$ cat config.mk
export PLATFORM = sky130hd
export DESIGN_NAME = sgte_eval
export DESIGN_NICKNAME = d
export VERILOG_FILES = /design/src/design/sgte_eval.v /design/src/design/sgte_nvmem.v /design/src/design/sgte_flasher.v
export VERILOG_INCLUDE_DIRS = /design/src /design/src/shared
export SDC_FILE = /design/constraint.sdc
export NUM_CORES = 1
export LEC_CHECK = 0
export ABC_AREA = 1
export ABC_CLOCK_PERIOD_IN_PS = 9100
export BUFFER_PORTS_ARGS = -buffer_cell sky130_fd_sc_hd__clkbuf_2
export CAP_MARGIN = 20
export CORE_MARGIN = 10
export CORE_UTILIZATION = 30
export DETAILED_ROUTE_END_ITERATION = 8
export GPL_ROUTABILITY_DRIVEN = 0
export PLACE_DENSITY = 0.47
export SLEW_MARGIN = 20
export SYNTH_ARGS = -nofsm -noshare
export SYNTH_HDL_FRONTEND = slang
export SYNTH_HIERARCHICAL = 1
export SYNTH_SLANG_ARGS = --single-unit
$ cat constraint.sdc
create_clock -name ref_clk -period 9.1 [get_ports ref_clk]
set_input_delay 0.455 -clock ref_clk [delete_from_list [all_inputs] [get_ports ref_clk]]
set_output_delay 0.455 -clock ref_clk [all_outputs]
set_load 0.01 [all_outputs]
$ cat src/shared/sgte_map.vh
`ifndef SGTE_MAP_VH
`define SGTE_MAP_VH

// ------------------------------------------------------------
// Timing
// ------------------------------------------------------------
`define SGTE_CLK_NS       5
`define SGTE_CYC_PER_MS   (1000000 / `SGTE_CLK_NS)
`define SGTE_READY_MS     10000
`define SGTE_TEACH_MS     10000
`define SGTE_START_MS     250
`define SGTE_SETTLE_MS    20
`define SGTE_FAST_HZ      15
`define SGTE_TICK_MS      50
`define SGTE_TICKS_PER_S  20
`define SGTE_FAST_HALF_NS (1000000000 / (2 * `SGTE_FAST_HZ))

// ------------------------------------------------------------
// Register map (byte offsets) and fields
// ------------------------------------------------------------
`define SGTE_OFS_CTRL     8'h00
`define SGTE_OFS_STATUS   8'h04
`define SGTE_OFS_CONFIG   8'h08
`define SGTE_CTRL_FORCE   0
`define SGTE_CTRL_RESET   1'h0
`define SGTE_ST_STATE     0
`define SGTE_ST_RELAY     3
`define SGTE_ST_DIAG      4
`define SGTE_ST_TEST      5
`define SGTE_ST_START     6
`define SGTE_ST_GUARD     7
`define SGTE_ST_PRESENT   8

// ------------------------------------------------------------
// Stored configuration word
// ------------------------------------------------------------
`define SGTE_CFG_HEADS    0
`define SGTE_CFG_MANUAL   4
`define SGTE_CFG_FB       5
`define SGTE_CFG_VALID    6
`define SGTE_CFG_MARK     7
`define SGTE_NV_CFG       3'h0

// ------------------------------------------------------------
// Indicator patterns
// ------------------------------------------------------------
`define SGTE_LED_OFF      3'h0
`define SGTE_LED_ON       3'h1
`define SGTE_LED_FAST     3'h2
`define SGTE_LED_SLOW     3'h3
`define SGTE_LED_BURST3   3'h4
`define SGTE_LED_BURST4   3'h5

`endif

$ cat src/design/sgte_eval.v
// The AHB-Lite slave port and the register offsets were left to the implementer.
`timescale 1ns/1ps
`include "sgte_map.vh"


module sgte_eval #(
	parameter CODE_W        = 8,
	parameter READY_CYC     = `SGTE_READY_MS * `SGTE_CYC_PER_MS,
	parameter TEACH_CYC     = `SGTE_TEACH_MS * `SGTE_CYC_PER_MS,
	parameter START_CYC     = `SGTE_START_MS * `SGTE_CYC_PER_MS,
	parameter SETTLE_CYC    = `SGTE_SETTLE_MS * `SGTE_CYC_PER_MS,
	parameter FAST_HALF_CYC = `SGTE_FAST_HALF_NS / `SGTE_CLK_NS,
	parameter TICK_CYC      = `SGTE_TICK_MS * `SGTE_CYC_PER_MS
) (
	// Clock and reset
	input  wire                ref_clk,
	input  wire                reset,
	// AHB-Lite slave
	input  wire                hsel,
	input  wire [31:0]         haddr,
	input  wire [1:0]          htrans,
	input  wire                hwrite,
	input  wire [2:0]          hsize,
	input  wire [31:0]         hwdata,
	input  wire                hready,
	output reg  [31:0]         hrdata,
	output wire                hreadyout,
	output wire                hresp,
	// Terminals and switches
	output wire                teachJumperA,
	input  wire                teachJumperB,
	input  wire [5:0]          dipSwitch,
	input  wire                startButton,
	input  wire                functionTestInput,
	output wire                feedbackLoopA,
	input  wire                feedbackLoopB,
	input  wire [1:0]          relayContactOpen,
	// Read heads
	input  wire [3:0]          headPresent,
	input  wire [4*CODE_W-1:0] headCode,
	output reg  [3:0]          headActivate,
	input  wire                internalFault,
	// Safety and monitoring outputs
	output reg                 relayA,
	output reg                 relayB,
	output wire                enableOutput,
	output wire                diagnosticOutput,
	// Indicators
	output wire                ledState,
	output wire                ledOut,
	output wire                ledDia
);

	localparam ST_BOOT  = 3'h0;
	localparam ST_TEACH = 3'h1;
	localparam ST_TSAVE = 3'h2;
	localparam ST_TDONE = 3'h3;
	localparam ST_RUN   = 3'h4;
	localparam ST_FCFG  = 3'h5;
	localparam ST_FFB   = 3'h6;
	localparam ST_FINT  = 3'h7;
	localparam PIN_W    = 16;

	// ------------------------------------------------------------
	// Pin synchronisers: a change counts once stages two and three agree
	// ------------------------------------------------------------
	wire [PIN_W-1:0] pinRaw = {teachJumperB, dipSwitch, startButton, functionTestInput,
	                           feedbackLoopB, headPresent, relayContactOpen};
	reg  [PIN_W-1:0] s1;
	reg  [PIN_W-1:0] s2;
	reg  [PIN_W-1:0] s3;
	reg  [PIN_W-1:0] pin;

	always @(posedge ref_clk) begin
		if (reset) begin
			s1  <= {PIN_W{1'b0}};
			s2  <= {PIN_W{1'b0}};
			s3  <= {PIN_W{1'b0}};
			pin <= {PIN_W{1'b0}};
		end else begin
			s1  <= pinRaw;
			s2  <= s1;
			s3  <= s2;
			pin <= (s2 & s3) | (pin & (s2 | s3));
		end
	end

	wire       jumperIn    = pin[15];
	wire [5:0] dip         = pin[14:9];
	wire       startIn     = pin[8];
	wire       testIn      = pin[7];
	wire       loopIn      = pin[6];
	wire [3:0] present     = pin[5:2];
	wire [1:0] contactOpen = pin[1:0];

	// ------------------------------------------------------------
	// State
	// ------------------------------------------------------------
	reg  [2:0]          state;
	reg  [31:0]         cnt;
	reg  [7:0]          cfgWord;
	reg  [4*CODE_W-1:0] taught;
	reg  [3:0]          capPresent;
	reg  [2:0]          loadIdx;
	reg  [31:0]         startCnt;
	reg                 startOk;
	reg  [31:0]         offCnt;
	reg                 forceOff;
	reg  [3:0]          detected;
	integer             k;

	wire [3:0] cfgHeads  = cfgWord[`SGTE_CFG_HEADS +: 4];
	wire       cfgManual = cfgWord[`SGTE_CFG_MANUAL];
	wire       cfgFb     = cfgWord[`SGTE_CFG_FB];

	// A head only counts when its own taught actuator is in range
	always @* begin
		for (k = 0; k < 4; k = k + 1) begin
			detected[k] = present[k] && (headCode[k*CODE_W +: CODE_W] == taught[k*CODE_W +: CODE_W]);
		end
	end

	wire guardOk  = ((detected | ~cfgHeads) == 4'hf) && (cfgHeads != 4'h0);
	wire relayOn  = relayA;
	wire settled  = (offCnt == SETTLE_CYC);
	// Contacts are only checked once the outputs have dropped, so a weld shows at the next opening
	wire weldBad  = settled && (contactOpen != 2'h3);
	wire intFault = internalFault | weldBad;
	wire fbBad    = cfgFb && settled && !loopIn;

	// Teach entry checks the setup the operator prepared
	wire teachBad = (dip[3:0] != present) || (dip[3:0] == 4'h0) ||
	                (dip[4] && !startIn) || (dip[5] && !loopIn);
	// Normal boot compares switches and inputs with what was taught
	wire bootBad  = cfgWord[`SGTE_CFG_MARK] || !cfgWord[`SGTE_CFG_VALID] ||
	                (dip != cfgWord[5:0]) || (cfgHeads == 4'h0) ||
	                (!cfgManual && startIn) || (!cfgFb && loopIn);

	wire [7:0] teachWord = {1'b0, 1'b1, dip};

	// ------------------------------------------------------------
	// Non-volatile configuration store
	// ------------------------------------------------------------
	wire [2:0]        nvRdAddr = cnt[2:0];
	wire [CODE_W-1:0] nvRd;
	reg               nvWe;
	reg  [2:0]        nvWrAddr;
	reg  [CODE_W-1:0] nvWrData;

	always @* begin
		nvWe     = 1'b0;
		nvWrAddr = `SGTE_NV_CFG;
		nvWrData = {CODE_W{1'b0}};
		if (state == ST_TEACH && cnt == 32'h0) begin
			// In-progress mark: a power loss before saving shows at the next boot
			nvWe                     = 1'b1;
			nvWrData[`SGTE_CFG_MARK] = 1'b1;
		end else if (state == ST_TSAVE) begin
			nvWe = 1'b1;
			if (cnt[2:0] == 3'h4) begin
				nvWrData[7:0] = cfgWord;
			end else begin
				nvWrAddr = cnt[2:0] + 3'h1;
				nvWrData = taught[cnt[1:0]*CODE_W +: CODE_W];
			end
		end
	end

	sgte_nvmem #(
		.W  (CODE_W),
		.AW (3)
	) u_nvmem (
		.ref_clk (ref_clk),
		.we      (nvWe),
		.wrAddr  (nvWrAddr),
		.wrData  (nvWrData),
		.rdAddr  (nvRdAddr),
		.rdData  (nvRd)
	);

	// ------------------------------------------------------------
	// Sequencer
	// ------------------------------------------------------------
	always @(posedge ref_clk) begin
		if (reset) begin
			state      <= ST_BOOT;
			cnt        <= 32'h0;
			cfgWord    <= 8'h00;
			taught     <= {4*CODE_W{1'b0}};
			capPresent <= 4'h0;
			loadIdx    <= 3'h0;
		end else begin
			loadIdx <= nvRdAddr;
			cnt     <= cnt + 32'h1;
			if (state == ST_BOOT && cnt >= 32'h1 && cnt <= 32'h5) begin
				if (loadIdx == `SGTE_NV_CFG) begin
					cfgWord <= nvRd[7:0];
				end else begin
					taught[(loadIdx - 3'h1)*CODE_W +: CODE_W] <= nvRd;
				end
			end
			case (state)
				ST_BOOT: begin
					if (cnt == READY_CYC - 1) begin
						cnt <= 32'h0;
						if (jumperIn) begin
							state <= ST_TEACH;
						end else if (bootBad) begin
							state <= ST_FCFG;
						end else begin
							state <= ST_RUN;
						end
					end
				end
				ST_TEACH: begin
					if (cnt == 32'h0) begin
						capPresent <= present;
						cfgWord    <= teachWord;
						if (teachBad) begin
							state <= ST_FCFG;
						end
					end else if (present != capPresent || dip != cfgWord[5:0]) begin
						state <= ST_FCFG;
					end else if (cnt == TEACH_CYC - 1) begin
						// Codes taken late: heads only answer once they have been powered up
						taught <= headCode;
						cnt    <= 32'h0;
						state  <= ST_TSAVE;
					end
				end
				ST_TSAVE: begin
					if (cnt == 32'h4) begin
						state <= ST_TDONE;
					end
				end
				ST_RUN: begin
					// Switches moved or jumper fitted while powered
					if (dip != cfgWord[5:0] || jumperIn) begin
						state <= ST_FCFG;
					end else if (fbBad) begin
						state <= ST_FFB;
					end
				end
				default: begin
				end
			endcase
			// Faults latch until power is removed
			if (intFault && state != ST_FINT) begin
				state <= ST_FINT;
			end
		end
	end

	// ------------------------------------------------------------
	// Start button, settle timer and relays
	// ------------------------------------------------------------
	wire canClose = (state == ST_RUN) && guardOk && !testIn && !forceOff && !intFault &&
	                (dip == cfgWord[5:0]) && !jumperIn && !fbBad;

	always @(posedge ref_clk) begin
		if (reset) begin
			startCnt <= 32'h0;
			startOk  <= 1'b0;
			offCnt   <= 32'h0;
			relayA   <= 1'b0;
			relayB   <= 1'b0;
		end else begin
			startCnt <= startIn ? ((startCnt == START_CYC) ? startCnt : startCnt + 32'h1) : 32'h0;
			if (!guardOk || testIn || state != ST_RUN) begin
				startOk <= 1'b0;
			end else if (startCnt == START_CYC && !relayOn) begin
				startOk <= 1'b1;
			end
			offCnt <= relayOn ? 32'h0 : ((offCnt == SETTLE_CYC) ? offCnt : offCnt + 32'h1);
			// Feedback mode waits for the loop to close before closing the outputs
			if (canClose && (!cfgManual || startOk) && (!cfgFb || relayOn || loopIn)) begin
				relayA <= 1'b1;
				relayB <= 1'b1;
			end else begin
				relayA <= 1'b0;
				relayB <= 1'b0;
			end
		end
	end

	// ------------------------------------------------------------
	// Heads, monitoring outputs and indicators
	// ------------------------------------------------------------
	reg [2:0] ledMode;

	always @(posedge ref_clk) begin
		if (reset) begin
			headActivate <= 4'h0;
		end else if (state == ST_TEACH) begin
			headActivate <= 4'hf;
		end else if (state == ST_RUN) begin
			headActivate <= cfgHeads;
		end else begin
			headActivate <= 4'h0;
		end
	end

	always @* begin
		case (state)
			ST_BOOT:  ledMode = `SGTE_LED_FAST;
			ST_TEACH: ledMode = `SGTE_LED_SLOW;
			ST_TSAVE: ledMode = `SGTE_LED_SLOW;
			ST_RUN:   ledMode = `SGTE_LED_ON;
			ST_FCFG:  ledMode = `SGTE_LED_BURST3;
			ST_FFB:   ledMode = `SGTE_LED_BURST4;
			default:  ledMode = `SGTE_LED_OFF;
		endcase
	end

	sgte_flasher #(
		.FAST_HALF_CYC (FAST_HALF_CYC),
		.TICK_CYC      (TICK_CYC)
	) u_flasher (
		.ref_clk (ref_clk),
		.reset   (reset),
		.mode    (ledMode),
		.led     (ledState)
	);

	wire faultSt = (state == ST_FCFG) || (state == ST_FFB) || (state == ST_FINT);
	wire diagOn  = faultSt || (testIn && state == ST_RUN);

	assign teachJumperA     = 1'b1;
	assign feedbackLoopA    = 1'b1;
	assign enableOutput     = relayA;
	assign ledOut           = relayA;
	assign ledDia           = diagOn;
	assign diagnosticOutput = diagOn;

	// ------------------------------------------------------------
	// AHB-Lite slave: zero wait states, always OKAY
	// ------------------------------------------------------------
	wire       access = hsel && htrans[1] && hready;
	reg        wrPend;
	reg  [7:0] wrAddr;

	function [31:0] readReg;
		input [7:0] a;
		begin
			readReg = 32'h0;
			case (a)
				`SGTE_OFS_CTRL:   readReg[`SGTE_CTRL_FORCE] = forceOff;
				`SGTE_OFS_STATUS: begin
					readReg[`SGTE_ST_STATE +: 3]   = state;
					readReg[`SGTE_ST_RELAY]        = relayA;
					readReg[`SGTE_ST_DIAG]         = diagOn;
					readReg[`SGTE_ST_TEST]         = testIn;
					readReg[`SGTE_ST_START]        = startOk;
					readReg[`SGTE_ST_GUARD]        = guardOk;
					readReg[`SGTE_ST_PRESENT +: 4] = detected;
				end
				`SGTE_OFS_CONFIG: readReg[7:0] = cfgWord;
				default:          readReg = 32'h0;
			endcase
		end
	endfunction

	always @(posedge ref_clk) begin
		if (reset) begin
			wrPend   <= 1'b0;
			wrAddr   <= 8'h00;
			hrdata   <= 32'h0;
			forceOff <= `SGTE_CTRL_RESET;
		end else begin
			if (hready) begin
				wrPend <= access && hwrite;
				wrAddr <= haddr[7:0];
			end
			if (access && !hwrite) begin
				hrdata <= readReg(haddr[7:0]);
			end
			if (wrPend && wrAddr == `SGTE_OFS_CTRL) begin
				forceOff <= hwdata[`SGTE_CTRL_FORCE];
			end
		end
	end

	assign hreadyout = 1'b1;
	assign hresp     = 1'b0;

endmodule // sgte_eval

$ cat src/design/sgte_nvmem.v
`timescale 1ns/1ps

module sgte_nvmem #(
	parameter W  = 8,
	parameter AW = 3
) (
	// Clock
	input  wire          ref_clk,
	// Write port
	input  wire          we,
	input  wire [AW-1:0] wrAddr,
	input  wire [W-1:0]  wrData,
	// Read port
	input  wire [AW-1:0] rdAddr,
	output reg  [W-1:0]  rdData
);

	reg [W-1:0] mem [0:(1<<AW)-1];
	integer     i;

	// ------------------------------------------------------------
	// Blank as delivered; no reset so contents survive power cycles
	// ------------------------------------------------------------
	initial begin
		for (i = 0; i < (1<<AW); i = i + 1) begin
			mem[i] = {W{1'b0}};
		end
	end

	always @(posedge ref_clk) begin
		if (we) begin
			mem[wrAddr] <= wrData;
		end
		rdData <= mem[rdAddr];
	end

endmodule // sgte_nvmem

$ cat src/design/sgte_flasher.v
`timescale 1ns/1ps
`include "sgte_map.vh"

module sgte_flasher #(
	parameter FAST_HALF_CYC = `SGTE_FAST_HALF_NS / `SGTE_CLK_NS,
	parameter TICK_CYC      = `SGTE_TICK_MS * `SGTE_CYC_PER_MS
) (
	// Clock and reset
	input  wire       ref_clk,
	input  wire       reset,
	// Pattern select and indicator
	input  wire [2:0] mode,
	output reg        led
);

	reg [31:0] fastCnt;
	reg        fastPh;
	reg [31:0] tickCnt;
	reg [4:0]  phase;

	// Burst of n flashes, 100 ms on and off, then dark to the second
	function burst;
		input [4:0] ph;
		input [4:0] n;
		begin
			burst = (ph[1] == 1'b0) && (ph < {n[2:0], 2'b00});
		end
	endfunction

	always @(posedge ref_clk) begin
		if (reset) begin
			fastCnt <= 32'h0;
			fastPh  <= 1'b0;
			tickCnt <= 32'h0;
			phase   <= 5'h0;
			led     <= 1'b0;
		end else begin
			fastCnt <= (fastCnt == FAST_HALF_CYC - 1) ? 32'h0 : fastCnt + 32'h1;
			if (fastCnt == FAST_HALF_CYC - 1) begin
				fastPh <= ~fastPh;
			end
			tickCnt <= (tickCnt == TICK_CYC - 1) ? 32'h0 : tickCnt + 32'h1;
			if (tickCnt == TICK_CYC - 1) begin
				phase <= (phase == `SGTE_TICKS_PER_S - 1) ? 5'h0 : phase + 5'h1;
			end
			case (mode)
				`SGTE_LED_ON:     led <= 1'b1;
				`SGTE_LED_FAST:   led <= fastPh;
				`SGTE_LED_SLOW:   led <= (phase < 5'h0a);
				`SGTE_LED_BURST3: led <= burst(phase, 5'h03);
				`SGTE_LED_BURST4: led <= burst(phase, 5'h04);
				default:          led <= 1'b0;
			endcase
		end
	end

endmodule // sgte_flasher

==> impl_metrics.ini <==
[sta]
setup_viol = 0
fin_tns_setup_ns = 0
period_minus_slack_ns = 3.71
holdWs_ns = 0.0665
grt_setup_unrepaired = no
clock.fmax_mhz = 270
slew_violations = 0
report.final.hold_viol_count = 0
fin_skew_ns = 0.0205
slew_headroom_pct = 35.8
tightest_slew_ns = 0.963
period_share_pct = 40.7

[grt]
grt.overflow.total = 0
first_global_vias = 16400
grt_max_degree = 80
antenna_found_initial = 0
grt_pass1_wl_microns = 88300
track_usage_pct = 14.5

[detailed_routing]
routedWlPerCell_microns = 14.9
drc = 0
drtPass1Iterations = 5
routed_wl_microns = 55600
vias = 17200
ant_nets = 0
dr.first_iter.drc_count = 1196
viasPerCell = 4.64

[yosys]
synth_top_flop_cell = dfxtp_1
yosysWarnings = 6
ys_ff_latch = 381
synth-edff-count = 64
syn_area_sq_mm = 0.0194
async_flop_share_pct = 0
synth_cells = 2757
syn_avg_cell_area_sq_um = 7.04
ys_seq_area_share_pct = 42.6
synth_cell_types = 58

[power_and_ir_drop]
p_leak_nw = 8.44
power_density_mw_per_mm2 = 194
ir_drop_uv = 100

[placement]
post-dp-hpwl_microns = 41100
io_buffers = 86
dp_cells = 3634

[final_layout]
area_growth_pct = 14.0
n_antenna_cell = 0
final_util_pct = 34.4
drive_above_1_share_pct = 9.33
final_net_count = 2971
stdcell_count = 3718

[clock_tree]
cts_setup_buffers = 0
clkTransAtPathRegs_ns = 0.07
clock_latency_ns = 0.57
numCtsBuffers = 46
cts_tree = yes
cts.sinks = 381
clockRootBuffer = clkbuf_16
cts_hold_buf = 0
cts_resized = 0
cts_htree_levels = 2
cts_buffer_depth = 3

[die]
start_util_pct = 30.2
dieWidth_microns = 274
dieHeight_microns = 274
rows = 93
fp.dieArea_sq_mm = 0.0752
core-area_sq_mm = 0.0642
ios = 170

[worst_setup_path]
rrSetupSlack_ns = 5.39
cp.arrival_ns = 4.17
timing.rr.start = loadIdx[0]$_SDFF_PP0_
crit_path_end_kind = flop
timing.rr.end = taught[7]$_SDFF_PP0_
cp-start-kind = flop
worstRegToRegCells = 16
critPathKind = reg2reg
worstPathRequired_ns = 9.57
cp_max_fo = 13

[run]
drv_cap = 0

[outcome]
outcome = completed

[min_path]
hold_path_class = in2reg
worstHoldEndpoint = s1[15]$_SDFF_PP0_
holdCritStartpoint = teachJumperB
holdPathStages = 3
[power by group]
| group | total, mW | internal (mW) | switching [mW] |
|---|---|---|---|
| logic | 0.442 | 0.129 | 0.312 |
| registers | 1.83 | 1.77 | 0.0550 |
| clock network | 2.01 | 1.27 | 0.746 |
| total | 4.28 | 3.17 | 1.11 |
[per-stage QoR]
stage / setup WS, ns / power, mW / cell area [sq um]
after floorplan: 5.87 / 2.16 / 19500
after global placement: 5.44 / 2.30 / 20400
after detailed placement: 5.47 / 2.30 / 20400
after CTS: 5.44 / 4.35 / 22100
after global routing: 5.04 / 4.48 / 22100
final: 5.39 / 4.28 / 22100
[logic make-up (layout without fill, tap and decap cells)]
group	count (synthesis)	in the layout	share of synthesized area (%)
adders and majority gates	21	21	1.35
other	2	24	0.0387
and+or+nand+nor	1408	1408	31.2
AOI/OAI and AO/OA	395	395	11.1
buffers and inverters	484	568	10.7
DFF	381	381	42.6
xor gates and xnor gates	66	66	2.98
[how the worst max path moves through the flow]
stage / start / end / slack, ns / cells after the start
4_1_cts: loadIdx[0]$_SDFF_PP0_ / taught[7]$_SDFF_PP0_ / 5.44 / 16
3_5_place_dp: loadIdx[0]$_SDFF_PP0_ / taught[7]$_SDFF_PP0_ / 5.47 / 16
5_1_grt: loadIdx[0]$_SDFF_PP0_ / taught[3]$_SDFF_PP0_ / 5.04 / 16
3_3_place_gp: loadIdx[0]$_SDFF_PP0_ / taught[5]$_SDFF_PP0_ / 5.44 / 16
6_report: loadIdx[0]$_SDFF_PP0_ / taught[7]$_SDFF_PP0_ / 5.39 / 16
2_1_floorplan: loadIdx[0]$_SDFF_PP0_ / taught[6]$_SDFF_PP0_ / 5.87 / 20
[sequential cells by signal, indices dropped and copies added (netlist names), 12 cells and up]
name and count:
s1 16, u_flasher/fastCnt 32, taught 32, pin 16
s3 16, s2 16, cnt 32, u_flasher/tickCnt 32
u_nvmem/mem 64, offCnt 32, hrdata 12, startCnt 32
[per-layer routing]
metal | vias to the layer above | global-route usage (%) | share of wire (%) | wire length (microns)
li1 | 8862 | - | - | -
met5 | - | 0 | 0 | 0
met2 | 354 | 23.5 | 45 | 24900
met4 | 0 | 3.74 | 2.1 | 1150
met3 | 71 | 2.54 | 5.2 | 2880
met1 | 7962 | 19.6 | 48 | 26600
[worst max-delay path, cell delays in order, from the launching register on]
cell and delay [ns]:
dfxtp_1 0.60, inv_1 0.21, ha_1 0.49, nand2_1 0.19
nor2_1 0.07, ha_1 0.40, inv_2 0.16, nor3_1 0.19
nand4_1 0.11, a21oi_1 0.26, nand2_1 0.11, nor2_2 0.16
nand2_1 0.28, nand2_1 0.12, o21ai_0 0.08, nor2_1 0.12
nor2_1 0.05
[cell usage after synthesis, drive strengths merged, types with 18 or more instances]
cell    instances  share of area [%]
nand2         612                 12
nor2          497                 10
inv           385                7.5
dfxtp         317                 33
a21oi         178                4.9
o21ai         171                4.4
nand3         142                3.8
nor3           74                2.1
edfxtp         64                9.9
buf            58                2.4
xor2           42                1.9
nand4          41                1.4
clkbuf         36               0.70
xnor2          24                1.1
ha             21                1.4
nand3b         18               0.70
[area by class of cell]
type | instances | area, sq um
fill | 6947 | 42100
multi-input combinational | 1914 | 9140
sequential | 381 | 8270
inverter | 390 | 1470
clock buffer | 64 | 1360
tap | 855 | 1070
timing repair buffer | 94 | 500
clock inverter | 20 | 312
[cell usage in the layout (no fill, tap or decap), drive strengths merged, types with 9 or more instances in the layout]
master and count:
edfxtp 64, a21oi 178, ha 21, nor3 74
o21ai 171, nand2 612, buf 9, o21a 10
xor2 42, nand3 142, nand3b 18, clkinv 13
nand4 41, dfxtp 317, nor2 497, inv 387
clkbuf 149, xnor2 24, conb 24
No activity file was read; power rests on OpenSTA's default activity.
